==> src/core/bdm_pkg.sv <==
// Package for the banked data memory decoder: map constants and carriers
package bdm_pkg;
    localparam int BDM_OFS_W = 7;
    localparam int BDM_ADDR_W = 9;
    localparam logic [6:0] BDM_OFS_INDIRECT = 7'h00;
    localparam logic [6:0] BDM_OFS_PC_LOW = 7'h02;
    localparam logic [6:0] BDM_OFS_STATUS = 7'h03;
    localparam logic [6:0] BDM_OFS_POINTER = 7'h04;
    localparam logic [6:0] BDM_OFS_PC_UPPER = 7'h0A;
    localparam logic [6:0] BDM_OFS_INT_CTRL = 7'h0B;
    localparam logic [6:0] BDM_OFS_LAST = 7'h7F;
    localparam int BDM_BANK_HI_POS = 6;
    localparam int BDM_BANK_LO_POS = 5;
    localparam logic [7:0] BDM_STATUS_RESET = 8'h18;
    localparam logic [7:0] BDM_POINTER_RESET = 8'h00;
    localparam logic [7:0] BDM_PC_LOW_RESET = 8'h00;
    localparam logic [7:0] BDM_PC_UPPER_RESET = 8'h00;
    localparam logic [7:0] BDM_INT_CTRL_RESET = 8'h00;
    localparam logic [6:0] BDM_GPR_START = 7'h20;
    localparam logic [6:0] BDM_FOLD_FIRST = 7'h0C;
    localparam logic [6:0] BDM_FOLD_LAST = 7'h2F;

    typedef enum logic [2:0] {
        BDM_T_NONE = 3'b000,
        BDM_T_INDIRECT = 3'b001,
        BDM_T_PC_LOW = 3'b010,
        BDM_T_STATUS = 3'b011,
        BDM_T_POINTER = 3'b100,
        BDM_T_PC_UPPER = 3'b101,
        BDM_T_INT_CTRL = 3'b110,
        BDM_T_GPR = 3'b111
    } bdm_target_t;

    typedef struct packed {
        bdm_target_t target;
        logic [8:0] ramAddr;
    } bdm_decode_t;

    typedef struct packed {
        logic [8:0] addr;
        logic [7:0] wdata;
        logic wr;
        logic rd;
    } bdm_req_t;
endpackage

==> src/core/bdm_decoder.sv <==
// Banked data memory decoder with mirrored core registers and folded bank 1
// Functional notes
// - Status bits 6:5 pick bank 0 to 3 for every direct access.
// - Each bank holds 128 byte locations reached by a 7-bit offset.
// - Low offsets decode to core registers, higher offsets to general RAM; the small variant has no RAM above 2Fh.
// - Core registers such as program counter low are one register in all banks.
// - General RAM is reached directly or through the indirect pointer.
// - In the small variant, bank 1 offsets 0Ch-2Fh reach bank 0 RAM.
`timescale 1ns/1ps
module bdm_decoder
    import bdm_pkg::*;
#(
    parameter int NUM_BANKS = 4,
    parameter bit SMALL_VARIANT = 1'b0
) (
    input wire logic clk_sys,
    input wire logic rst,
    input wire logic [6:0] addr,
    input wire logic [7:0] wrData,
    input wire logic wrStrobe,
    input wire logic rdStrobe,
    output logic [7:0] rdData,
    output logic [1:0] bankSelect,
    output logic [7:0] indirectPointer,
    output logic [7:0] programCounterLowByte
);
    // Only counts that the two bank bits can split evenly are served
    initial begin
        if (NUM_BANKS != 1 && NUM_BANKS != 2 && NUM_BANKS != 4) begin
            $error("NUM_BANKS must be 1, 2 or 4");
        end
    end

    logic [7:0] status;
    logic [7:0] pointer;
    logic [7:0] pcLow;
    logic [7:0] pcUpper;
    logic [7:0] intCtrl;
    logic [7:0] next_status;
    logic [7:0] next_pointer;
    logic [7:0] next_pcLow;
    logic [7:0] next_pcUpper;
    logic [7:0] next_intCtrl;
    logic [7:0] next_rdData;
    logic [8:0] directAddr;
    logic [8:0] indirectAddr;
    bdm_decode_t dec;
    logic ramWe;
    logic [7:0] ramData;

    // Full address of a location: bank number over in-bank offset
    function automatic bdm_decode_t decode(input logic [8:0] a);
        bdm_decode_t d;
        logic [1:0] bank;
        logic [6:0] ofs;
        d = '{target: BDM_T_NONE, ramAddr: a};
        bank = a[8:7];
        ofs = a[6:0];
        // Core registers decode in every bank code, so a missing bank never locks out status
        if (ofs == BDM_OFS_INDIRECT) begin
            d.target = BDM_T_INDIRECT;
        end else if (ofs == BDM_OFS_PC_LOW) begin
            d.target = BDM_T_PC_LOW;
        end else if (ofs == BDM_OFS_STATUS) begin
            d.target = BDM_T_STATUS;
        end else if (ofs == BDM_OFS_POINTER) begin
            d.target = BDM_T_POINTER;
        end else if (ofs == BDM_OFS_PC_UPPER) begin
            d.target = BDM_T_PC_UPPER;
        end else if (ofs == BDM_OFS_INT_CTRL) begin
            d.target = BDM_T_INT_CTRL;
        end else if (int'(bank) >= NUM_BANKS) begin
            d.target = BDM_T_NONE;
        end else if (SMALL_VARIANT && ofs >= BDM_FOLD_FIRST && ofs <= BDM_FOLD_LAST
                     && bank != 2'b00) begin
            // Folded range has no storage; reach bank 0 instead
            d.target = BDM_T_GPR;
            d.ramAddr = {2'b00, ofs};
        end else if (SMALL_VARIANT && ofs >= BDM_FOLD_FIRST && ofs <= BDM_FOLD_LAST) begin
            d.target = BDM_T_GPR;
        end else if (ofs >= BDM_GPR_START && !(SMALL_VARIANT && ofs > BDM_FOLD_LAST)) begin
            d.target = BDM_T_GPR;
        end else begin
            // Peripheral registers live outside this block and read zero here
            d.target = BDM_T_NONE;
        end
        return d;
    endfunction

    assign bankSelect = {status[BDM_BANK_HI_POS], status[BDM_BANK_LO_POS]};
    assign directAddr = {bankSelect, addr};
    // Pointer bit 7 picks the odd bank; the high bank bit comes from status bit 7
    assign indirectAddr = {status[7], pointer};
    assign dec = (addr == BDM_OFS_INDIRECT) ? decode(indirectAddr) : decode(directAddr);
    assign indirectPointer = pointer;
    assign programCounterLowByte = pcLow;

    // The indirect port reached through itself is a null access, never a loop
    assign ramWe = wrStrobe && dec.target == BDM_T_GPR;

    bdm_gpr_ram #(
        .DEPTH(512)
    ) u_ram (
        .clk_sys(clk_sys),
        .we(ramWe),
        .waddr(dec.ramAddr),
        .wdata(wrData),
        .raddr(dec.ramAddr),
        .rdata(ramData)
    );

    // Read data falls back to zero so the core never sees a stale byte
    always_comb begin
        next_status = status;
        next_pointer = pointer;
        next_pcLow = pcLow;
        next_pcUpper = pcUpper;
        next_intCtrl = intCtrl;
        next_rdData = 8'h00;
        if (wrStrobe) begin
            unique case (dec.target)
                BDM_T_STATUS: next_status = wrData;
                BDM_T_POINTER: next_pointer = wrData;
                BDM_T_PC_LOW: next_pcLow = wrData;
                BDM_T_PC_UPPER: next_pcUpper = wrData;
                BDM_T_INT_CTRL: next_intCtrl = wrData;
                default: next_status = status;
            endcase
        end
        if (rdStrobe) begin
            unique case (dec.target)
                BDM_T_STATUS: next_rdData = status;
                BDM_T_POINTER: next_rdData = pointer;
                BDM_T_PC_LOW: next_rdData = pcLow;
                BDM_T_PC_UPPER: next_rdData = pcUpper;
                BDM_T_INT_CTRL: next_rdData = intCtrl;
                BDM_T_GPR: next_rdData = ramData;
                default: next_rdData = 8'h00;
            endcase
        end
    end

    always_ff @(posedge clk_sys) begin
        if (rst) begin
            // Reset returns bank 0 so the core starts in a known map
            status <= BDM_STATUS_RESET;
            pointer <= BDM_POINTER_RESET;
            pcLow <= BDM_PC_LOW_RESET;
            pcUpper <= BDM_PC_UPPER_RESET;
            intCtrl <= BDM_INT_CTRL_RESET;
            rdData <= 8'h00;
        end else begin
            status <= next_status;
            pointer <= next_pointer;
            pcLow <= next_pcLow;
            pcUpper <= next_pcUpper;
            intCtrl <= next_intCtrl;
            rdData <= next_rdData;
        end
    end

    // Checks below watch only what this block drives
    bank_follow_a: assert property (@(posedge clk_sys) disable iff (rst)
        wrStrobe && addr == BDM_OFS_STATUS |=> bankSelect == $past(wrData[6:5]))
        else $error("bank select did not follow status write");

    mirror_pc_a: assert property (@(posedge clk_sys) disable iff (rst)
        wrStrobe && addr == BDM_OFS_PC_LOW |=> programCounterLowByte == $past(wrData))
        else $error("program counter low not shared across banks");

    mirror_read_a: assert property (@(posedge clk_sys) disable iff (rst)
        rdStrobe && addr == BDM_OFS_STATUS |=> rdData == $past(status))
        else $error("status read mismatch");

    no_read_zero_a: assert property (@(posedge clk_sys) disable iff (rst)
        !rdStrobe |=> rdData == 8'h00)
        else $error("read data not zero outside read");

    gpr_round_a: assert property (@(posedge clk_sys) disable iff (rst)
        wrStrobe && dec.target == BDM_T_GPR ##1 rdStrobe && !wrStrobe
        && dec.ramAddr == $past(dec.ramAddr) |=> rdData == $past(wrData, 2))
        else $error("general register lost written value");

    fold_map_a: assert property (@(posedge clk_sys) disable iff (rst)
        SMALL_VARIANT && addr != BDM_OFS_INDIRECT && bankSelect == 2'b01
        && addr >= BDM_FOLD_FIRST && addr <= BDM_FOLD_LAST |-> dec.ramAddr[8:7] == 2'b00)
        else $error("folded range not mapped to bank 0");

    unmapped_a: assert property (@(posedge clk_sys) disable iff (rst)
        rdStrobe && dec.target == BDM_T_NONE |=> rdData == 8'h00)
        else $error("unmapped read not zero");

    indirect_a: assert property (@(posedge clk_sys) disable iff (rst)
        addr == BDM_OFS_INDIRECT && pointer[6:0] >= BDM_GPR_START
        && int'({status[7], pointer[7]}) < NUM_BANKS
        |-> dec.ramAddr == ((SMALL_VARIANT && pointer[6:0] <= BDM_FOLD_LAST
        && {status[7], pointer[7]} != 2'b00) ? {2'b00, pointer[6:0]} : {status[7], pointer}))
        else $error("indirect address wrong");

    pointer_write_a: assert property (@(posedge clk_sys) disable iff (rst)
        wrStrobe && addr == BDM_OFS_POINTER |=> indirectPointer == $past(wrData))
        else $error("pointer not shared across banks");

    refused_write_a: assert property (@(posedge clk_sys) disable iff (rst)
        wrStrobe && dec.target == BDM_T_NONE |=> status == $past(status)
        && indirectPointer == $past(indirectPointer)
        && programCounterLowByte == $past(programCounterLowByte))
        else $error("refused write changed a core register");

    direct_addr_a: assert property (@(posedge clk_sys) disable iff (rst)
        addr != BDM_OFS_INDIRECT && dec.target == BDM_T_GPR
        && (!SMALL_VARIANT || status[BDM_BANK_HI_POS:BDM_BANK_LO_POS] == 2'b00)
        |-> dec.ramAddr == {status[BDM_BANK_HI_POS:BDM_BANK_LO_POS], addr})
        else $error("direct address not bank over offset");

    bank_range_a: assert property (@(posedge clk_sys) disable iff (rst)
        rdStrobe && addr >= BDM_GPR_START && int'(bankSelect) >= NUM_BANKS |=> rdData == 8'h00)
        else $error("read of a missing bank not zero");

    self_indirect_a: assert property (@(posedge clk_sys) disable iff (rst)
        wrStrobe && addr == BDM_OFS_INDIRECT && pointer[6:0] == BDM_OFS_INDIRECT |-> !ramWe)
        else $error("indirect port wrote through itself");
endmodule

==> src/core/bdm_gpr_ram.sv <==
// General purpose register static RAM
`timescale 1ns/1ps
module bdm_gpr_ram
    import bdm_pkg::*;
#(
    parameter int DEPTH = 512
) (
    input wire logic clk_sys,
    input wire logic we,
    input wire logic [8:0] waddr,
    input wire logic [7:0] wdata,
    input wire logic [8:0] raddr,
    output logic [7:0] rdata
);
    initial begin
        if (DEPTH < 1 || DEPTH > 512) begin
            $error("DEPTH out of range");
        end
    end

    logic [7:0] mem [DEPTH];

    // Storage has no reset, as a real register file
    always_ff @(posedge clk_sys) begin
        if (we) begin
            mem[waddr] <= wdata;
        end
    end

    assign rdata = mem[raddr];
endmodule

==> config.mk <==
export PLATFORM = sky130hd
export DESIGN_NAME = bdm_decoder
export DESIGN_NICKNAME = d
export VERILOG_FILES = /design/src/core/bdm_pkg.sv /design/src/core/bdm_decoder.sv /design/src/core/bdm_gpr_ram.sv
export SDC_FILE = /design/constraint.sdc
export NUM_CORES = 2
export LEC_CHECK = 0
export ABC_AREA = 1
export BUFFER_PORTS_ARGS = -buffer_cell sky130_fd_sc_hd__buf_2
export CAP_MARGIN = 20
export CELL_PAD_IN_SITES_DETAIL_PLACEMENT = 2
export CELL_PAD_IN_SITES_GLOBAL_PLACEMENT = 2
export CORE_ASPECT_RATIO = 1.25
export CORE_MARGIN = 2
export CORE_UTILIZATION = 40
export CTS_BUF_LIST = sky130_fd_sc_hd__clkbuf_2
export DETAILED_ROUTE_END_ITERATION = 10
export PLACE_DENSITY_LB_ADDON = 0.1
export SYNTH_ARGS = -nofsm -noshare
export SYNTH_HDL_FRONTEND = slang
export SYNTH_HIERARCHICAL = 1
export SYNTH_SLANG_ARGS = --single-unit
==> constraint.sdc <==
create_clock -name clk_sys -period 3.9 [get_ports clk_sys]
set_clock_uncertainty 0.15 [all_clocks]
set_input_delay 0.78 -clock clk_sys [delete_from_list [all_inputs] [get_ports clk_sys]]
set_output_delay 0.78 -clock clk_sys [all_outputs]
set_load 0.05 [all_outputs]
==> results <==
- The run finished, with violations left.
- The checks that failed: setup timing.
- The HPWL after detailed placement is 420 mm.
- The net count after synthesis is 14300.
- The average instance area after synthesis is 11.8 µm².
- The final clock period utilization by the worst path is 107%.
- The total count of hold-check failures in the final report is 0.
- Data arrives at the worst endpoint at slightly above 6 ns.
- The core region is around 420000 µm².
- The tool flagged a number of max-cap violations equal to 0.
- Counting distinct cell types in the post-synthesis netlist gives 29.
- The dominant synthesized flop cell is edfxtp_1.
- The critical path class is primary input to flop.
- After Yosys synthesis, and, or, nand and nor cells account for around 23% of the synthesized area.
- In this run, CTS created clock tree buffers numbering 1140.
- Based on the critical path, the design can be clocked at up to 239 MHz.
- Setup slack on the worst reg-to-reg path comes out at -0.03 ns.
- The largest fanout of any net on the critical path is 14.
- The topmost layer with routed signal wires is met4.
- The effective utilization at floorplan is 40.1%.
- The floorplan row count is approximately 270.
- Setup repair after global routing could not meet its margin everywhere.
- The setup TNS is -271.73 ns.
- 45 I/O pins were placed.
- The fraction of registers with async set or reset after synthesis is 0%.
- In the final routing, the length of wire on met1 measures 267 mm.
- The via count of the first global-routing pass is 142000.
- The worst slew slack as a fraction of its limit is 23.7%.
- In the final routed layout, each cell accounts on average for 29.9 µm.
- In the detailed route, the total length drawn on met2 is between 300 and 400 mm.
- The initial antenna violation count is 27.
- The endpoint identified for the worst register-to-register timing path is u_ram/mem[321][4].
- The wire length on met3 is 35.8 mm.
- The total number of vias is ~130k.
- For this run the aggregate overflow at the end of global routing stands at 0.
- The maximum resistive drop on vdd is roughly 300 µV.
- Ranked by total cell area, the synthesized netlist is headed by edfxtp_1 (73%), nand3_1 (12%), nand2_1 (9.4%).
- After detailed routing, the total wire length is 671 mm.
- The die height is 731 µm.
- The signed area change from the synthesized netlist to the final layout is 18.4%.
- The count of nets left with antenna violations once routing finished came out at 0.
- The Yosys step of the flow raised 6 warnings.
- The worst-case hold path end point is pcUpper[6].
- The share of cells above drive strength 1 is 21.8%.
- The die is ~600 µm wide.
- The XOR/XNOR share of the synthesized area is 0%.
- The violation count after the first detailed-routing iteration is 10900.
- Once routing completed, OpenROAD measured the worst setup slack at -0.283 ns.
- The H-tree generated during clock tree synthesis spans 7 levels.
- The portion of netlist area occupied by mux cells is 0%.
- The worst register-to-register path begins at indirectPointer[6].
- The smallest clock period supported by the final layout is computed as 4.18 ns.
- Counting cells, the worst reg-to-reg path comes to 21.
- Yosys instantiated no cell more often than nand2_1.
- The number of placed instances, taps included, is 20500.
- Summed over all instances, the cell type with the most area after synthesis is edfxtp_1.
- The number of clock sinks is 4144.
- Entering global routing, the biggest net connects ~100 pins.
- The final cell count without fillers is 22400.
- After synthesis, the largest family of logic cells by area is simple AND/OR/NAND/NOR gates.
- The number of synthesized flops with an enable pin is 4096.
- The post-synthesis compound-gate area fraction is 0.212%.
- In this run the tool buffered the top-level ports with 44 buffer cells.
- The max-slew violation total from the final report was 0.
- After clock tree synthesis, the clock-pin slew on the worst setup and hold paths is 0.11 ns.
- The adder-cell share of the synthesized area is 0%.
- Global routing consumed, over all layers together, between 30 and 40% of the routing resources.
- The fraction of post-synthesis cell area in the top cell type by area is 72.7%.
- In this run the cell area measured after placement is 187000 µm².
- The post-layout instance area is 200000 µm².
- The worst min-delay path startpoint is pcUpper[6].
- The cell area that synthesis handed to floorplanning was 169000 µm².
- Dividing total power by cell area gives a power density of ~430 nW/µm².
- The cell at the root of the clock tree is clkbuf_2.
- The kind of end point of the critical path is a flop.
- The delay of the slowest cell on the worst path is between 0.5 and 0.6 ns.
- The detailed-route vias per instance is 5.67.
- The share of the yosys chip area belonging to registers is 73.3%.
- The flip-flop and latch count after synthesis is slightly above 4000.
- The area enclosed by the die boundary is 428000 µm².
- The clock tree from TritonCTS is built.
- Synthesis produced 14300 cells.
- The first-pass iteration count of the detailed router is 6.
- At the worst endpoint, the required time is around 5.8 ns.
- The class of the most critical hold timing path is flop to flop.
- The final net count is 16100.
- The worst setup path is launched from a primary input.
- In the synthesized netlist, the cells that appear most often are nand2_1 (4222), nand3_1 (4118), edfxtp_1 (4096).
- At the end of routability-driven placement, the weighted congestion stood at 0.868.
- The static leakage is 74.0 nW.
- The clock passes through at most 5 buffers.
- The final-layout worst hold slack is 0.315 ns.
- The first global-routing pass estimated 963 mm of wire.
- The completed layout was analyzed and its total power is 86.4 mW.
- The worst hold path passes through 2 cells.
- After detailed routing, the number of remaining DRC violations is 0.
- The slowest stage of the critical path belongs to the cell dlygate4sd3_1.
- The transition at the pin with the smallest max-transition slack is 1.14 ns.
- Setup violations remaining at the end of the flow were counted as approximately 2800.
- The clock reaches the later pin of the worst-skew pair after 2.39 ns.
-- flip-flops by register name, indices dropped and copies added, names as in the netlist --
| register | cells |
|---|---|
| indirectPointer | 8 |
| intCtrl | 8 |
| pcUpper | 8 |
| programCounterLowByte | 8 |
| rdData | 8 |
| status | 8 |
| u_ram/mem | 4096 |
-- stage by stage --
step | util [%] | setup WS [ns]
after floorplan | - | 0.265
after global placement | 44.2 | -1.41
after detailed placement | 44.2 | -1.53
after CTS | 47.0 | -0.422
after global routing | 47.5 | -0.327
final | 47.5 | -0.283
-- layer usage --
metal  vias to the layer above  global-route usage (%)
met4                         0                    13.6
met5                         -                       0
met3                      1162                    5.35
li1                      54900                       -
met1                     67000                    37.7
met2                      4071                    53.8
-- logic make-up (layout without fill, tap and decap cells) --
kind of cell           count (synthesis)  in the layout
DFF                                 4144           4144
and+or+nand+nor                     8978           8978
buffers and inverters               1083           3581
AOI/OAI and AO/OA                     71             71
other                                  0             20
-- worst max-delay path: cells and delay by family --
family	cells	cell delay (ns)
AND/OR/NAND/NOR	10	1.22
buffers and inverters	16	3.98
-- cell usage in the layout (no fill, tap or decap), types with 13 or more instances in the layout --
| master | netlist | routed |
|---|---|---|
| o21ai_0 | 40 | 34 |
| inv_1 | 71 | 63 |
| clkbuf_16 | 0 | 20 |
| nor2_1 | 588 | 441 |
| clkbuf_2 | 0 | 1621 |
| bufbuf_16 | 0 | 15 |
| buf_16 | 0 | 48 |
| buf_6 | 74 | 58 |
| buf_4 | 126 | 1137 |
| buf_8 | 4 | 39 |
| nor2_2 | 4 | 133 |
| inv_2 | 10 | 21 |
| edfxtp_1 | 4096 | 4096 |
| dlygate4sd3_1 | 0 | 56 |
| nand4_1 | 17 | 17 |
| buf_12 | 1 | 312 |
| clkinv_2 | 0 | 20 |
| nand3_2 | 4 | 102 |
| dfxtp_4 | 0 | 20 |
| nand3_1 | 4118 | 4009 |
| clkinv_1 | 0 | 143 |
| a21oi_1 | 25 | 24 |
| nand2_1 | 4222 | 4197 |
| nor2_4 | 3 | 21 |
| nand2_2 | 4 | 13 |
| dfxtp_1 | 48 | 22 |
| diode_2 | 0 | 20 |
-- how the worst max path moves through the flow --
stage | startpoint | to | slack (ns)
4_1_cts | rdData[7] | rdData[7] | -0.42
6_report | addr[4] | u_ram/mem[321][4] | -0.28
2_1_floorplan | addr[5] | u_ram/mem[504][0] | 0.27
5_1_grt | rdData[7] | rdData[7] | -0.33
3_3_place_gp | addr[5] | rdData[6] | -1.41
3_5_place_dp | addr[5] | rdData[6] | -1.53
-- area by class of cell --
cell class	instances	area [µm²]
inverter	83	397
sequential	4144	124000
fill	42400	222000
clock buffer	1620	8110
multi-input combinational	9049	40800
timing repair inverter	2	20.0
clock inverter	180	810
antenna	20	50.0
tap	5649	7070
timing repair buffer	1696	18900
-- repair_timing --
action,in CTS,in global routing
cloned,18,21
pin swaps,2,7
hold buffers,70,1
resized for setup,295,296
setup buffers,28,27
endpoints found under the setup margin,413,4117
endpoints found under the hold margin,8240,3
-- power breakdown --
part | switching, mW | internal (mW)
Combinational | 5.50 | 2.35
Sequential | 0.0242 | 48.8
Clock | 18.5 | 11.2
Total | 24.0 | 62.4
No activity file was read; power rests on OpenSTA's default activity.
